--- src/verilog/aod_pkg.sv ---
// constants, types and layouts for the accumulator opcode decoder
package aod_pkg;

  // ****************************************************************
  // register map (word aligned byte addresses)
  // ****************************************************************
  localparam logic [3:0] AOD_ADDR_CTRL = 4'h0;
  localparam logic [3:0] AOD_ADDR_STATUS = 4'h4;
  localparam logic [3:0] AOD_ADDR_COUNT = 4'h8;
  localparam logic [31:0] AOD_CTRL_RESET = 32'h0000_0001;
  localparam int AOD_CTRL_EN_BIT = 0;

  // ****************************************************************
  // opcode patterns
  // ****************************************************************
  localparam logic [15:0] AOD_PAT_ABS = 16'hbe00;
  localparam logic [15:0] AOD_PAT_ADD_BACKUP_WITH_CARRY_OP = 16'hbe11;
  localparam logic [3:0] AOD_TOP_ADD_SHIFT = 4'h2;
  localparam logic [7:0] AOD_TOP_ADD_SHORT = 8'hb8;
  localparam logic [11:0] AOD_TOP_ADD_LONG = 12'hbf9;
  localparam logic [7:0] AOD_TOP_ADD_HIGH = 8'h61;
  localparam logic [7:0] AOD_TOP_ADD_VAR = 8'h67;
  localparam logic [7:0] AOD_TOP_AND_DATA = 8'h6e;
  // conditional group: bits 15:13 and 11:10 select the kind
  localparam logic [2:0] AOD_TOP_COND = 3'h7;
  localparam logic [1:0] AOD_SUB_BRANCH = 2'h0;
  localparam logic [1:0] AOD_SUB_EXEC = 2'h1;
  localparam logic [1:0] AOD_SUB_CALL = 2'h2;

  // ****************************************************************
  // condition field layout
  // ****************************************************************
  localparam int AOD_MASK_LSB = 0;
  localparam int AOD_STATE_LSB = 4;
  localparam int AOD_SEL_LSB = 8;
  localparam int AOD_COUNT_BIT = 12;
  localparam logic [1:0] AOD_SEL_PIN_LOW = 2'h0;
  localparam logic [1:0] AOD_SEL_FLAG_SET = 2'h1;
  localparam logic [1:0] AOD_SEL_FLAG_CLR = 2'h2;

  // ****************************************************************
  // peripheral window and cycle counts
  // ****************************************************************
  localparam logic [15:0] AOD_PERIPH_LO = 16'h0020;
  localparam logic [15:0] AOD_PERIPH_HI = 16'h004f;
  localparam logic [2:0] AOD_CYC_ONE = 3'h1;
  localparam logic [2:0] AOD_CYC_TWO = 3'h2;
  localparam logic [1:0] AOD_WORDS_ONE = 2'h1;
  localparam logic [1:0] AOD_WORDS_TWO = 2'h2;

  typedef enum logic [3:0] {
    AOD_OP_NONE, AOD_OP_ABS, AOD_OP_ADD_BACKUP_WITH_CARRY_OP, AOD_OP_ADD_SHIFT, AOD_OP_ADD_SHORT,
    AOD_OP_ADD_LONG, AOD_OP_ADD_HIGH, AOD_OP_ADD_VAR, AOD_OP_AND_DATA,
    AOD_OP_BRANCH, AOD_OP_EXEC, AOD_OP_CALL
  } aod_op_type;

  // status_cond_group order: zero, negative, overflow, carry
  typedef struct packed {
    logic zero;
    logic negative;
    logic overflow;
    logic carry;
  } aod_cond_type;

  typedef struct packed {
    aod_op_type op;
    logic [3:0] shift;
    logic indirect;
    logic [15:0] mem_addr;
    logic [15:0] imm;
    logic [1:0] words;
    logic [2:0] cycles;
    logic cond_met;
    logic [1:0] exec_count;
  } aod_dec_type;

endpackage

--- src/verilog/aod_decoder.sv ---
// accumulator opcode decoder with avalon-mm control and status registers
`timescale 1ns/1ps
`default_nettype none
module aod_decoder
  import aod_pkg::*;
(
  input wire logic clk,
  input wire logic nrst,
  // avalon-mm slave
  input wire logic [3:0] address,
  input wire logic read,
  input wire logic write,
  input wire logic [31:0] writedata,
  input wire logic [3:0] byteenable,
  output logic [31:0] readdata,
  output logic waitrequest,
  // program memory side
  input wire logic [15:0] prog_word,
  input wire logic prog_valid,
  // machine state used by the decode
  input wire aod_cond_type status_cond_group,
  input wire logic test_flag,
  input wire logic branch_input_pin,
  input wire logic [15:0] temp_register_one,
  input wire logic [8:0] data_page,
  input wire logic [15:0] aux_reg_value,
  // to the accumulator datapath
  output aod_dec_type dec_out,
  output logic dec_valid
);

  // ****************************************************************
  // helpers
  // ****************************************************************

  // peripheral registers live behind the slower internal bus
  // window bounds are inclusive at both ends
  function automatic logic is_periph(input logic [15:0] a);
    is_periph = (a >= AOD_PERIPH_LO) && (a <= AOD_PERIPH_HI);
  endfunction

  // forms that carry a data-memory operand address
  function automatic logic is_mem_op(input aod_op_type op);
    is_mem_op = (op == AOD_OP_ADD_SHIFT) || (op == AOD_OP_ADD_HIGH) ||
                (op == AOD_OP_ADD_VAR) || (op == AOD_OP_AND_DATA);
  endfunction

  function automatic logic [15:0] eff_addr(input logic [15:0] w,
                                           input logic [8:0] dp,
                                           input logic [15:0] ar);
    // clear bit 7 means page plus seven-bit offset
    if (w[7]) begin
      eff_addr = ar;
    end else begin
      eff_addr = {dp, w[6:0]};
    end
  endfunction

  // ****************************************************************
  // state and signals
  // ****************************************************************
  typedef enum logic [0:0] {AOD_ST_FIRST, AOD_ST_IMM} aod_state_type;

  // decode path
  aod_state_type state;
  aod_dec_type next_dec;
  aod_dec_type held;
  logic next_valid;
  logic next_wait_imm;

  // software-visible registers
  logic [31:0] ctrl;
  logic [31:0] decode_count;
  logic [15:0] last_word;
  logic enable;

  // condition and operand address path
  logic [3:0] mask;
  logic [3:0] want;
  logic [3:0] hit;
  logic sel_ok;
  logic periph;
  logic [15:0] ea;

  // a cleared enable bit refuses every offered word
  assign enable = ctrl[AOD_CTRL_EN_BIT];

  // ****************************************************************
  // condition evaluation
  // ****************************************************************

  // a mask of zero leaves only the select bits to decide
  always_comb begin
    mask = prog_word[AOD_MASK_LSB +: 4];
    want = prog_word[AOD_STATE_LSB +: 4];
    hit = mask & ~(status_cond_group ^ want);
    case (prog_word[AOD_SEL_LSB +: 2])
      AOD_SEL_PIN_LOW: sel_ok = ~branch_input_pin;
      AOD_SEL_FLAG_SET: sel_ok = test_flag;
      AOD_SEL_FLAG_CLR: sel_ok = ~test_flag;
      default: sel_ok = 1'b1;
    endcase
  end

  // operand address and its peripheral window test
  assign ea = eff_addr(prog_word, data_page, aux_reg_value);
  assign periph = is_periph(ea);

  // ****************************************************************
  // opcode decode
  // ****************************************************************

  // the long immediate form parks its first word and waits for the next
  always_comb begin
    next_dec = '0;
    next_valid = 1'b0;
    next_wait_imm = 1'b0;
    next_dec.words = AOD_WORDS_ONE;
    next_dec.cycles = AOD_CYC_ONE;
    next_dec.indirect = prog_word[7];
    next_dec.mem_addr = ea;
    // second word of a pair supplies only the immediate
    if (prog_valid && enable && state == AOD_ST_IMM) begin
      next_dec = held;
      next_dec.imm = prog_word;
      next_valid = 1'b1;
    end else if (prog_valid && enable) begin
      next_valid = 1'b1;
      if (prog_word == AOD_PAT_ABS) begin
        next_dec.op = AOD_OP_ABS;
      end else if (prog_word == AOD_PAT_ADD_BACKUP_WITH_CARRY_OP) begin
        next_dec.op = AOD_OP_ADD_BACKUP_WITH_CARRY_OP;
      end else if (prog_word[15:4] == AOD_TOP_ADD_LONG) begin
        next_dec.op = AOD_OP_ADD_LONG;
        next_dec.shift = prog_word[3:0];
        next_dec.words = AOD_WORDS_TWO;
        next_dec.cycles = AOD_CYC_TWO;
        next_valid = 1'b0;
        next_wait_imm = 1'b1;
      end else if (prog_word[15:8] == AOD_TOP_ADD_SHORT) begin
        next_dec.op = AOD_OP_ADD_SHORT;
        next_dec.imm = {8'h00, prog_word[7:0]};
      end else if (prog_word[15:12] == AOD_TOP_ADD_SHIFT) begin
        next_dec.op = AOD_OP_ADD_SHIFT;
        next_dec.shift = prog_word[11:8];
      end else if (prog_word[15:8] == AOD_TOP_ADD_HIGH) begin
        next_dec.op = AOD_OP_ADD_HIGH;
        next_dec.shift = 4'h0;
      end else if (prog_word[15:8] == AOD_TOP_ADD_VAR) begin
        next_dec.op = AOD_OP_ADD_VAR;
        next_dec.shift = temp_register_one[3:0];
      end else if (prog_word[15:8] == AOD_TOP_AND_DATA) begin
        next_dec.op = AOD_OP_AND_DATA;
      end else if (prog_word[15:13] == AOD_TOP_COND) begin
        // any selected condition in its wanted state satisfies
        next_dec.cond_met = sel_ok & ((mask == 4'h0) | (|hit));
        case (prog_word[11:10])
          AOD_SUB_BRANCH: next_dec.op = AOD_OP_BRANCH;
          AOD_SUB_EXEC: begin
            next_dec.op = AOD_OP_EXEC;
            // count bit clear runs one instruction, set runs two
            next_dec.exec_count = prog_word[AOD_COUNT_BIT] ?
                                  2'h2 : 2'h1;
          end
          AOD_SUB_CALL: next_dec.op = AOD_OP_CALL;
          default: next_dec.op = AOD_OP_NONE;
        endcase
      end else begin
        next_dec.op = AOD_OP_NONE;
      end
      // only memory-reference forms carry an operand address
      if (is_mem_op(next_dec.op)) begin
        next_dec.cycles = periph ? AOD_CYC_TWO : AOD_CYC_ONE;
      end else begin
        next_dec.indirect = 1'b0;
        next_dec.mem_addr = 16'h0000;
      end
    end
  end

  // ****************************************************************
  // two-word sequencer
  // ****************************************************************

  // tracks whether the next offered word is a long-add immediate
  always_ff @(posedge clk or negedge nrst) begin
    if (!nrst) begin
      state <= AOD_ST_FIRST;
    end else if (!enable) begin
      state <= AOD_ST_FIRST; // disabling drops a half-taken long add
    end else if (prog_valid) begin
      case (state)
        AOD_ST_FIRST: begin
          if (next_wait_imm) begin
            state <= AOD_ST_IMM;
          end
        end
        AOD_ST_IMM: begin
          state <= AOD_ST_FIRST; // the immediate completes the pair
        end
        default: begin
          state <= AOD_ST_FIRST;
        end
      endcase
    end
  end

  // first word of a long add, parked until its immediate arrives
  always_ff @(posedge clk or negedge nrst) begin
    if (!nrst) begin
      held <= '0;
    end else if (prog_valid && next_wait_imm) begin
      held <= next_dec;
    end
  end

  // ****************************************************************
  // decode pipeline registers
  // ****************************************************************

  // decoded controls, held until the next decode
  always_ff @(posedge clk or negedge nrst) begin
    if (!nrst) begin
      dec_out <= '0;
      dec_valid <= 1'b0;
    end else begin
      dec_valid <= next_valid;
      if (next_valid) begin
        dec_out <= next_dec;
      end
    end
  end

  // statistics for software
  // the tally wraps silently at its full width
  always_ff @(posedge clk or negedge nrst) begin
    if (!nrst) begin
      decode_count <= 32'h0000_0000;
      last_word <= 16'h0000;
    end else if (next_valid) begin
      decode_count <= decode_count + 32'h0000_0001;
      last_word <= prog_word;
    end
  end

  // ****************************************************************
  // avalon-mm slave
  // ****************************************************************

  // one wait cycle per access keeps the read path registered
  // a request is answered on its second edge, never sooner
  always_ff @(posedge clk or negedge nrst) begin
    if (!nrst) begin
      waitrequest <= 1'b1;
    end else if ((read || write) && waitrequest) begin
      waitrequest <= 1'b0;
    end else begin
      waitrequest <= 1'b1;
    end
  end

  // control register, byte lane 0 only holds live bits
  always_ff @(posedge clk or negedge nrst) begin
    if (!nrst) begin
      ctrl <= AOD_CTRL_RESET;
    end else if (write && !waitrequest && address == AOD_ADDR_CTRL &&
                 byteenable[0]) begin
      ctrl <= {31'h0000_0000, writedata[AOD_CTRL_EN_BIT]};
    end
  end

  // read data loaded in the wait cycle; unmapped reads give zero
  // status packs last word, cond, cycles, pair wait and op
  always_ff @(posedge clk or negedge nrst) begin
    if (!nrst) begin
      readdata <= 32'h0000_0000;
    end else if (read && waitrequest) begin
      case (address)
        AOD_ADDR_CTRL: readdata <= ctrl;
        AOD_ADDR_STATUS: readdata <= {last_word, 3'h0, dec_out.cond_met,
                                      dec_out.cycles, state == AOD_ST_IMM,
                                      4'h0, dec_out.op};
        AOD_ADDR_COUNT: readdata <= decode_count;
        default: readdata <= 32'h0000_0000;
      endcase
    end
  end

endmodule
`default_nettype wire

--- config.mk ---
export PLATFORM = sky130hd
export DESIGN_NAME = aod_decoder
export DESIGN_NICKNAME = d
export VERILOG_FILES = /design/src/verilog/aod_pkg.sv /design/src/verilog/aod_decoder.sv
export SDC_FILE = /design/constraint.sdc
export NUM_CORES = 1
export LEC_CHECK = 0
export BUFFER_PORTS_ARGS = -buffer_cell sky130_fd_sc_hd__buf_2
export CELL_PAD_IN_SITES_DETAIL_PLACEMENT = 1
export CELL_PAD_IN_SITES_GLOBAL_PLACEMENT = 1
export CORE_ASPECT_RATIO = 1.1
export CORE_MARGIN = 2
export CORE_UTILIZATION = 41
export CTS_CLUSTER_DIAMETER = 150
export CTS_CLUSTER_SIZE = 14
export DETAILED_ROUTE_END_ITERATION = 8
export PLACE_DENSITY_LB_ADDON = 0.2
export SETUP_SLACK_MARGIN = 0.15
export SLEW_MARGIN = 20
export SYNTH_ARGS = -nofsm -noshare
export SYNTH_HDL_FRONTEND = slang
export SYNTH_SLANG_ARGS = --single-unit
--- constraint.sdc ---
create_clock -name clk -period 2.9 [get_ports clk]
set_input_delay 0.58 -clock clk [delete_from_list [all_inputs] [get_ports clk]]
set_output_delay 0.58 -clock clk [all_outputs]
set_load 0.005 [all_outputs]
* After elaboration in Yosys (flattened, before gate mapping) *
Cells that the tools add are included.

word-level totals
  register bits = 166
  bits of input ports = 108
  output and inout port bits = 83
  logic and storage cells = 127

operators by class
  add/sub/neg operators = 1
  order comparisons = 2
  eq/ne operators = 20
  multiplexer cells = 53
  bitwise gates (word level) = 8
  reduce and logical (&&, ||, !) cells = 19

operators by type and width
  operator               count
  $mux 49                2
  $pmux 32 s3            1
  $mux 16                3
  $mux 4                 12
  $mux 8                 5
  $add 32x1->32 const B  1
  $eq 16x16->1 const B   2
  $eq 8x7->1 const B     3
  $mux 3                 8
  $mux 17                1
  $ge 16x6->1 const B    1
  $le 16x7->1 const B    1
  $mux 1                 14
  $eq 12x12->1 const B   1
  $eq 4x3->1 const B     3
  $pmux 4 s3             1
  $logic_and 1x1->1      9
  $eq 4x2->1 const B     2
  $eq 4x4->1 const B     2
  $eq 8x8->1 const B     1
  $logic_not 4->1        2
  $mux 2                 3
  $mux 5                 1
  $and 4x4->4            1
  15 further kinds       23

* Longest topological paths before layout *
Gate-level depths: netlist of the first run.

  depth after elaboration = 20
  mapped depth = 9
  gate-level depth less buffers = 8

* Worst setup path before layout of the first run *
Ideal clock, no wire load.

  kind = input-to-reg
  from = input port prog_word[10]
  to = register dec_out[24] (netlist bit)
  library setup time = 0.130 ns
  arrival time = 2.317 ns
  required time = 2.770 ns
  slack = 0.453 ns
  stages = 8
  buffers on the path = 1
  cell sequence = ha_1 -> and3b_1 -> and4_2 -> a2111o_1 -> o211a_1 -> o21ai_4 -> buf_12 -> o22ai_4

on the way
  cells in the longest elaborated chain, start to end = 20
  elaborated cells between the ends (all ways) = 37
  those cells by class = 13 x eq/ne; 20 x mux; 4 x reduce/logical

RTL lines
  what                                      line                source
  start: declaration                        aod_decoder.sv:18   input wire logic [15:0] prog_word,
  $eq 2x2->1 (tied with other cells)        aod_decoder.sv:157  case (prog_word[11:10])
  $pmux 4 s3                                aod_decoder.sv:157
  $mux 4                                    aod_decoder.sv:154  end else if (prog_word[15:13] == AOD_TOP_COND) begin
  $mux 4                                    aod_decoder.sv:152  end else if (prog_word[15:8] == AOD_TOP_AND_DATA) begin
  $mux 4                                    aod_decoder.sv:149  end else if (prog_word[15:8] == AOD_TOP_ADD_VAR) begin
  $mux 8                                    aod_decoder.sv:146  end else if (prog_word[15:8] == AOD_TOP_ADD_HIGH) begin
  $mux 8                                    aod_decoder.sv:143  end else if (prog_word[15:12] == AOD_TOP_ADD_SHIFT) begin
  $mux 4                                    aod_decoder.sv:140  end else if (prog_word[15:8] == AOD_TOP_ADD_SHORT) begin
  [... 3 more ...]                          -
  $mux 4                                    aod_decoder.sv:127  end else if (prog_valid && enable) begin
  $mux 4                                    aod_decoder.sv:123  if (prog_valid && enable && state == AOD_ST_IMM) begin
  $eq 4x2->1 or $eq 4x3->1 (tied branches)  aod_decoder.sv:44   is_mem_op = (op == AOD_OP_ADD_SHIFT) || (op == AOD_OP_ADD_HIGH) ||
  $logic_or 1x1->1 (2 in series)            aod_decoder.sv:44
  $logic_or 1x1->1                          aod_decoder.sv:45   (op == AOD_OP_ADD_VAR) || (op == AOD_OP_AND_DATA);
  $mux 17                                   aod_decoder.sv:172  if (is_mem_op(next_dec.op)) begin
  $mux 49                                   aod_decoder.sv:127
  $mux 49                                   aod_decoder.sv:123
  end signal: assignment                    aod_decoder.sv:229  dec_out <= next_dec;
  end: declaration                          aod_decoder.sv:28   output aod_dec_type dec_out,

Parallel ways exist; a longest one is shown, timed or not. The select of a mux whose other input is x is not followed.
A chain may end at the register's enable or synchronous reset.

* Final worst setup path of the first run *
  from = input port prog_word[11]
  to = register dec_out[29] (netlist bit)

The elaborated chain is that of the path after synthesis.

==> results of run 1 <==
-- Yosys cell counts, types with 2 or more instances --
library cell and number:
a2111o_1 2, a211oi_1 3, a21oi_1 6, a222oi_1 2, a22o_1 15, a22oi_1 51, a2bb2oi_1 3, and2_1 4
and3_1 4, and4_1 5, buf_1 2, clkbuf_1 31, dfrtp_1 164, dfstp_2 2, ha_1 5, inv_1 10
mux2_2 5, mux2i_1 20, nand2_1 113, nand3_1 16, nand4_1 10, nor2_1 24, nor2b_1 26, nor3_1 3
nor4_1 7, o211ai_1 2, o21ai_0 58, o21ai_2 7, o22a_1 2, o22ai_4 3, or2_2 5, or3_1 2
xnor2_1 26, xor2_1 9
-- through the flow --
stage               utilization [%]  area [sq um]  setup slack [ps]  std cells  hold slack [ps]
global route                  51.45          9061             424.2       1077            199.4
floorplan                         -          7341             453.2        678            284.4
global placement              47.90          8437             196.9       1045            451.9
detailed placement            47.90          8437             107.0       1045            460.6
finish                        51.45          9061             537.3       1077            157.5
CTS                           51.45          9061             552.8       1077            172.2
-- layout by cell type, fill, tap and decap left out, types with 4 or more instances in the layout --
cell type	n
a21oi_1	6
a22o_1	15
a22oi_1	51
and2_1	4
and3_1	4
and4_1	5
buf_12	4
buf_2	143
buf_4	19
bufinv_16	4
clkbuf_16	17
dfrtp_1	164
ha_1	5
inv_1	10
mux2_2	5
mux2i_1	20
nand2_1	113
nand3_1	16
nand4_1	10
nor2_1	23
nor2b_1	26
nor4_1	7
o21ai_0	58
o21ai_2	6
or2_2	5
xnor2_1	26
xor2_1	9
-- worst max-delay path by stage --
stage / startpoint / to / slack, ps / cells past startpoint
final: prog_word[11] / dec_out[29] / 540 / 10
after global routing: prog_word[10] / dec_out[39] / 420 / 10
after CTS: prog_word[11] / dec_out[29] / 550 / 10
after detailed placement: prog_word[11] / dec_out[29] / 110 / 10
after global placement: prog_word[11] / dec_out[24] / 200 / 10
after floorplan: prog_word[10] / dec_out[24] / 450 / 8
-- worst reg2reg max path, cell delays in order, from the launching register on --
cell and delay, ps:
dfstp_2 560, and2_1 350, nand2_1 170, a211oi_2 520
and3_1 320, nand3_1 110, xnor2_1 140
-- flip-flops by register name, indices dropped and copies added, names as in the netlist, 16 cells and up --
register      flops
decode_count     32
dec_out          49
held             33
readdata         32
last_word        16
-- cells by family after synthesis --
| kind of cell | count (synthesis) | share of synthesized area [%] |
|---|---|---|
| adder cells (fa/ha/maj) | 5 | 0.8522 |
| multiplexers | 25 | 3.494 |
| flip-flops | 166 | 56.62 |
| AO/OA/AOI/OAI | 167 | 16.33 |
| XOR/XNOR | 35 | 4.176 |
| buffers and inverters | 48 | 2.863 |
| AND/OR/NAND/NOR | 232 | 15.66 |
-- layer usage --
layer | global-route usage (%) | vias up | part of all wire, %
li1 | - | 2701 | -
met4 | 6.178 | 0 | 1.1
met2 | 40.92 | 149 | 51
met1 | 28.84 | 2987 | 43
met5 | 0 | - | 0
met3 | 5.433 | 22 | 4.7
-- area by class of cell --
type / instances / area (sq um) / share of cell area (%)
Clock buffer: 20 / 446.7 / 4.930
Tap cell: 238 / 297.8 / 3.286
Timing Repair Buffer: 167 / 949.7 / 10.48
Inverter: 10 / 37.54 / 0.4143
Sequential cell: 166 / 4156 / 45.87
Clock inverter: 12 / 177.7 / 1.961
Multi-Input combinational cell: 464 / 2995 / 33.06
-- power groups by stage --
stage | sequential, mW | clock, mW | combinational, mW
floorplan | 2.66 | 0 | 0.352
global placement | 2.70 | 0 | 0.622
detailed placement | 2.72 | 0 | 0.646
CTS | 2.68 | 2.47 | 0.650
global route | 2.70 | 2.55 | 0.724
finish | 2.68 | 2.41 | 0.637
==> summary.txt, run 1 <==
Power and ir drop
  • VDD IR-drop max: 0.4559 mV
  • Switch Pwr: 1.471 mW
  • Cell Int Power: 4.257 mW
  • Power density cells: 632.2 nW/um^2
  • Pleak: 4.478 nW
  • Design Power: 5.728 mW
  • Gate power share: 11.1%
  • Switching Share: 25.68%
  • Clk pwr share: 42.1%
  • Flop pwr share: 46.8%

Timing
  • Setup TNS: 0 ps
  • Final Setup Violations: 0
  • Final hold viol count: 0
  • Worst slew margin: 51.93%
  • Min Tclk post-route: 2363 ps
  • RSZ-0062 raised after global routing: false
  • Tightest Pin Transition: 721.0 ps
  • Period utilisation layout: 81.47%
  • Max Clk Rate: 423.3 MHz
  • Max Clock Skew: 9.309 ps
  • Final Max Slew Viols: 0

Yosys
  • Synth Register Bits: 166
  • Largest cells by area after synthesis: dfrtp_1 (56%), nand2_1 (5.8%), a22oi_1 (5.2%), o21ai_0 (4.0%), xnor2_1 (3.1%)
  • Post-synth ARST share: 100.0%
  • Unique masters post-synth: 65
  • Mapped cell area: 7341 sq um
  • Total of warnings raised by yosys: 0
  • Post-synth EDFFs: 0
  • Post-Syn Instances: 678
  • Syn Nets: 791
  • Post-Syn Area per Cell: 10.83 sq um
  • Yosys top cell area share: 55.91%
  • Dominant synthesized flop cell: dfrtp_1
  • Yosys top cell by area: dfrtp_1
  • Sequential area share after synthesis: 56.62%

Setup path
  • Critical Path RT: 3250 ps
  • Crit-path cells: buf_2, inv_1, ha_1, mux2_2, a211oi_1, o2bb2ai_1, nor4_4, o21ai_4, buf_12, o21ai_0
  • Reg2Reg Setup Slack: 610 ps
  • Crit. End Element: flip-flop
  • CP arrival: 2710 ps
  • WS Path Type: input port to flip-flop
  • CP peak stage delay: 370 ps
  • CP max FO: 17
  • Critical path's top delay family: compound AO/OA/AOI/OAI gates
  • Crit path launch type: input port
  • Reg2Reg Depth: 6
  • R2r startpoint: ctrl[0]
  • FF-to-FF End: decode_count[12]
  • Slowest-stage cell, CP: nor4_4
  • Buffers and inverters on the worst path: 3

Floorplanning
  • Die Y: 144.3 um
  • DIE WIDTH: 131.6 um
  • IO Pins: 191
  • Initial Util: 41.68%
  • # rows: 51
  • Die area: 18,990 sq um
  • Core area: 17,610 sq um

Place
  • Hpwl dp: 15,060 um
  • IO Port Bufs: 144
  • Gp weighted congestion: 0.8099

Clocking
  • Maximum root-to-sink buffer count: 2
  • Hold-fix buffers, CTS: 0
  • Clk Latency, worst-skew pair: 430 ps
  • Cts repair resizes: 0
  • Clk slew on worst S/H paths: 70 ps
  • Htree depth: 4
  • # clock sinks: 166
  • Clock tree from TritonCTS: yes
  • Root Buffer: clkbuf_16
  • Num CTS Buffers: 17
  • Setup bufs post-CTS: 0

Global route
  • Pin count of the biggest net entering global routing: 73
  • Initial antenna violation count: 0
  • GRT Total Usage: 23.19%
  • Grt total ovfl: 0
  • First-pass GRT wire length: 34,590 um
  • Vias in the first global route: 6,438

Routing
  • DRC: 0
  • Via count: 5,859
  • Drt wl/cell: 19.61 um
  • Vias per cell: 5.440
  • ANT nets after route: 0
  • First-pass DRT Iterations: 6
  • WL final: 21,120 um
  • DRT iter0 DRCs: 361

Status
  • Outcome: finished, final reports clean

Min path
  • Worst hold-check path type: input port to asynchronous set/reset pin

Final layout
  • Nets: 939
  • Fillers: 2,007
  • Syn-to-layout area delta: 23.44%
  • Layout cells sized above 1: 27.65%
  • Antenna Cells: 0

Job
  • Max cap viols: 0
(Power assumes the default switching activity.)
==> inputs of run 2 (changes only) <==
==> constraint.sdc (replaced) <==
create_clock -name clk -period 2.2 [get_ports clk]
set_input_delay 0.44 -clock clk [delete_from_list [all_inputs] [get_ports clk]]
set_output_delay 0.44 -clock clk [all_outputs]
set_load 0.005 [all_outputs]
==> run 2 against run 1 <==
Against the previous run: sequential share of layout area fell by 2.4 points; clock skew barely moved; global-route usage down 0.22 points; worst setup slack lost 410 ps.
==> summary.txt, run 2 (synthesized netlist as in run 1, its figures left out) <==
Final layout
  • Post-route cell area: 9569 sq um
  • Top Registers: dec_out x49, held x33
  • Layout cells sized above 1: 33.18%
  • Commonest non-fill, non-tap cell in the layout: dfrtp_1
  • Syn-to-layout area delta: 30.36%
  • Most frequent cells in the layout: dfrtp_1 (164), buf_2 (141), nand2_1 (113)
  • Max reg flops: 49
  • Largest reg by FF count: dec_out
  • Non-Filler Instances: 1,127
  • Nets: 989
  • Antenna Cells: 0

Global route
  • Pin count of the biggest net entering global routing: 92
  • Grt total ovfl: 0
  • First-pass GRT wire length: 34,280 um
  • Initial antenna violation count: 0
  • GRT Total Usage: 22.98%
  • Vias in the first global route: 6,353

Clocking
  • # clock sinks: 166
  • Clk slew on worst S/H paths: 70 ps
  • Htree depth: 4
  • Clock tree from TritonCTS: yes
  • Clk Latency, worst-skew pair: 430 ps
  • Root Buffer: clkbuf_16
  • Maximum root-to-sink buffer count: 2
  • Num CTS Buffers: 17

Routing
  • Metal3 WL: 981 um
  • WL final: 21,850 um
  • Top Layer Used: met4
  • Via count: 6,034
  • First-pass DRT Iterations: 4
  • ANT nets after route: 0
  • Drt wl/cell: 19.39 um
  • DRC: 0
  • DR WL met2: 10,870 um
  • Vias per cell: 5.354
  • DRT iter0 DRCs: 240
  • Met1 wire length: 9590 um

Timing
  • Max Clk Rate: 482.2 MHz
  • Final Setup Violations: 0
  • Period utilisation layout: 94.26%
  • Tightest Pin Transition: 702.8 ps
  • RSZ-0062 raised after global routing: true
  • Max Clock Skew: 9.667 ps
  • Setup WS post-layout: 126.3 ps
  • Final Max Slew Viols: 0
  • Min Tclk post-route: 2074 ps
  • Final hold viol count: 0
  • Worst slew margin: 52.83%

Power and ir drop
  • Pleak: 4.756 nW
  • Gate power share: 12.6%
  • Clk pwr share: 39.8%
  • Flop pwr share: 47.5%
  • Power density cells: 776.9 nW/um^2
  • VDD IR-drop max: 0.5253 mV
  • Switching Share: 28.08%
  • Switch Pwr: 2.087 mW
  • Cell Int Power: 5.347 mW

Setup path
  • Slowest-stage cell, CP: a211oi_2
  • Crit path launch type: input port
  • Critical Path RT: 2510 ps
  • CP arrival: 2380 ps
  • CP peak stage delay: 370 ps
  • Crit. End Element: flip-flop
  • WS Path Type: input port to flip-flop
  • Crit-path cells: buf_12, inv_4, ha_1, mux2_2, a211oi_2, o2bb2ai_2, o211a_1, o21ai_4, clkbuf_16, o22ai_4
  • CP max FO: 8
  • R2r startpoint: ctrl[0]
  • Worst setup path start: prog_word[11]

Floorplanning
  • Core area: 17,610 sq um
  • Initial Util: 41.68%
  • Die area: 18,990 sq um
  • # rows: 51
  • DIE WIDTH: 131.6 um
  • IO Pins: 191
  • Die Y: 144.3 um

Place
  • DP Worst Slack: -376.4 ps
  • Placed insts: 1,090
  • Hpwl dp: 15,310 um
  • DP Area: 8803 sq um
  • Gp weighted congestion: 0.8447
  • IO Port Bufs: 144

Status
  • Outcome: finished, final reports clean

Job
  • Max cap viols: 0

Min path
  • Worst hold-check path type: input port to asynchronous set/reset pin
run 2: cell count changes in the layout (fill, tap and decap cells not counted), moves of 3 or more:
cell and delta:
buf_4 +46, inv_6 +8, o21ai_0 -6, o21ai_1 +6
buf_12 +4, bufinv_16 -3, ha_1 -3, ha_4 +3
run 2: worst paths after layout:
kind / to / slack (ps) / cells after the start
max: dec_out[24] / 130 / 10
min: readdata[10] / 8 / 2
min in group clk: waitrequest / 180 / 2
max in group asynchronous: decode_count[30] / 1750 / 2
max reg2reg: dec_out[15] / 260 / 5
min reg2reg: held[7] / 470 / 1
run 2: what timing repair did:
| action | 4_1_cts | 5_1_grt |
|---|---|---|
| resized for setup | 2 | 30 |
| hold buffers | 0 | 0 |
| setup endpoints to repair | 19 | 22 |
| pin swaps | 2 | 10 |
| setup buffers | 0 | 3 |
| gates cloned | 0 | 2 |
run 2: area by class of cell:
| type | instances | area [sq um] |
|---|---|---|
| fill | 1975 | 8043 |
| sequential | 166 | 4156 |
| multi-input combinational | 464 | 3070 |
| timing repair buffer | 217 | 1415 |
| clock buffer | 17 | 425.4 |
| tap | 238 | 297.8 |
| clock inverter | 15 | 158.9 |
| inverter | 10 | 45.04 |
run 2: routing by layer:
| metal | vias to the layer above | global-route usage [%] |
|---|---|---|
| met5 | - | 0 |
| met4 | 0 | 7.551 |
| met3 | 29 | 5.223 |
| met2 | 168 | 39.10 |
| met1 | 3027 | 29.28 |
| li1 | 2810 | - |
run 2: worst max-delay path, delay by kind of cell:
| kind | cells | cell delay, ps |
|---|---|---|
| fa+ha+maj | 1 | 200 |
| mux | 1 | 320 |
| buf+inv | 3 | 380 |
| compound gates | 5 | 1020 |
run 2: power by group through the flow:
stage | Sequential (mW) | Combinational (mW) | Clock (mW)
global placement | 3.57 | 0.873 | 0
finish | 3.53 | 0.940 | 2.96
global route | 3.56 | 1.05 | 3.14
CTS | 3.53 | 0.926 | 3.03
detailed placement | 3.59 | 0.912 | 0
floorplan | 3.50 | 0.467 | 0
run 2: stage by stage:
step | utilization (%) | hold WS [ps] | power, mW | TNS (ps)
final | 54.33 | 8.273 | 7.435 | 0
after global routing | 54.33 | 26.05 | 7.755 | 0
after CTS | 53.37 | 23.35 | 7.487 | 0
after detailed placement | 49.99 | 457.6 | 4.502 | -7964
after global placement | 49.99 | 452.0 | 4.446 | -6132
after floorplan | - | 144.4 | 3.969 | -587.4
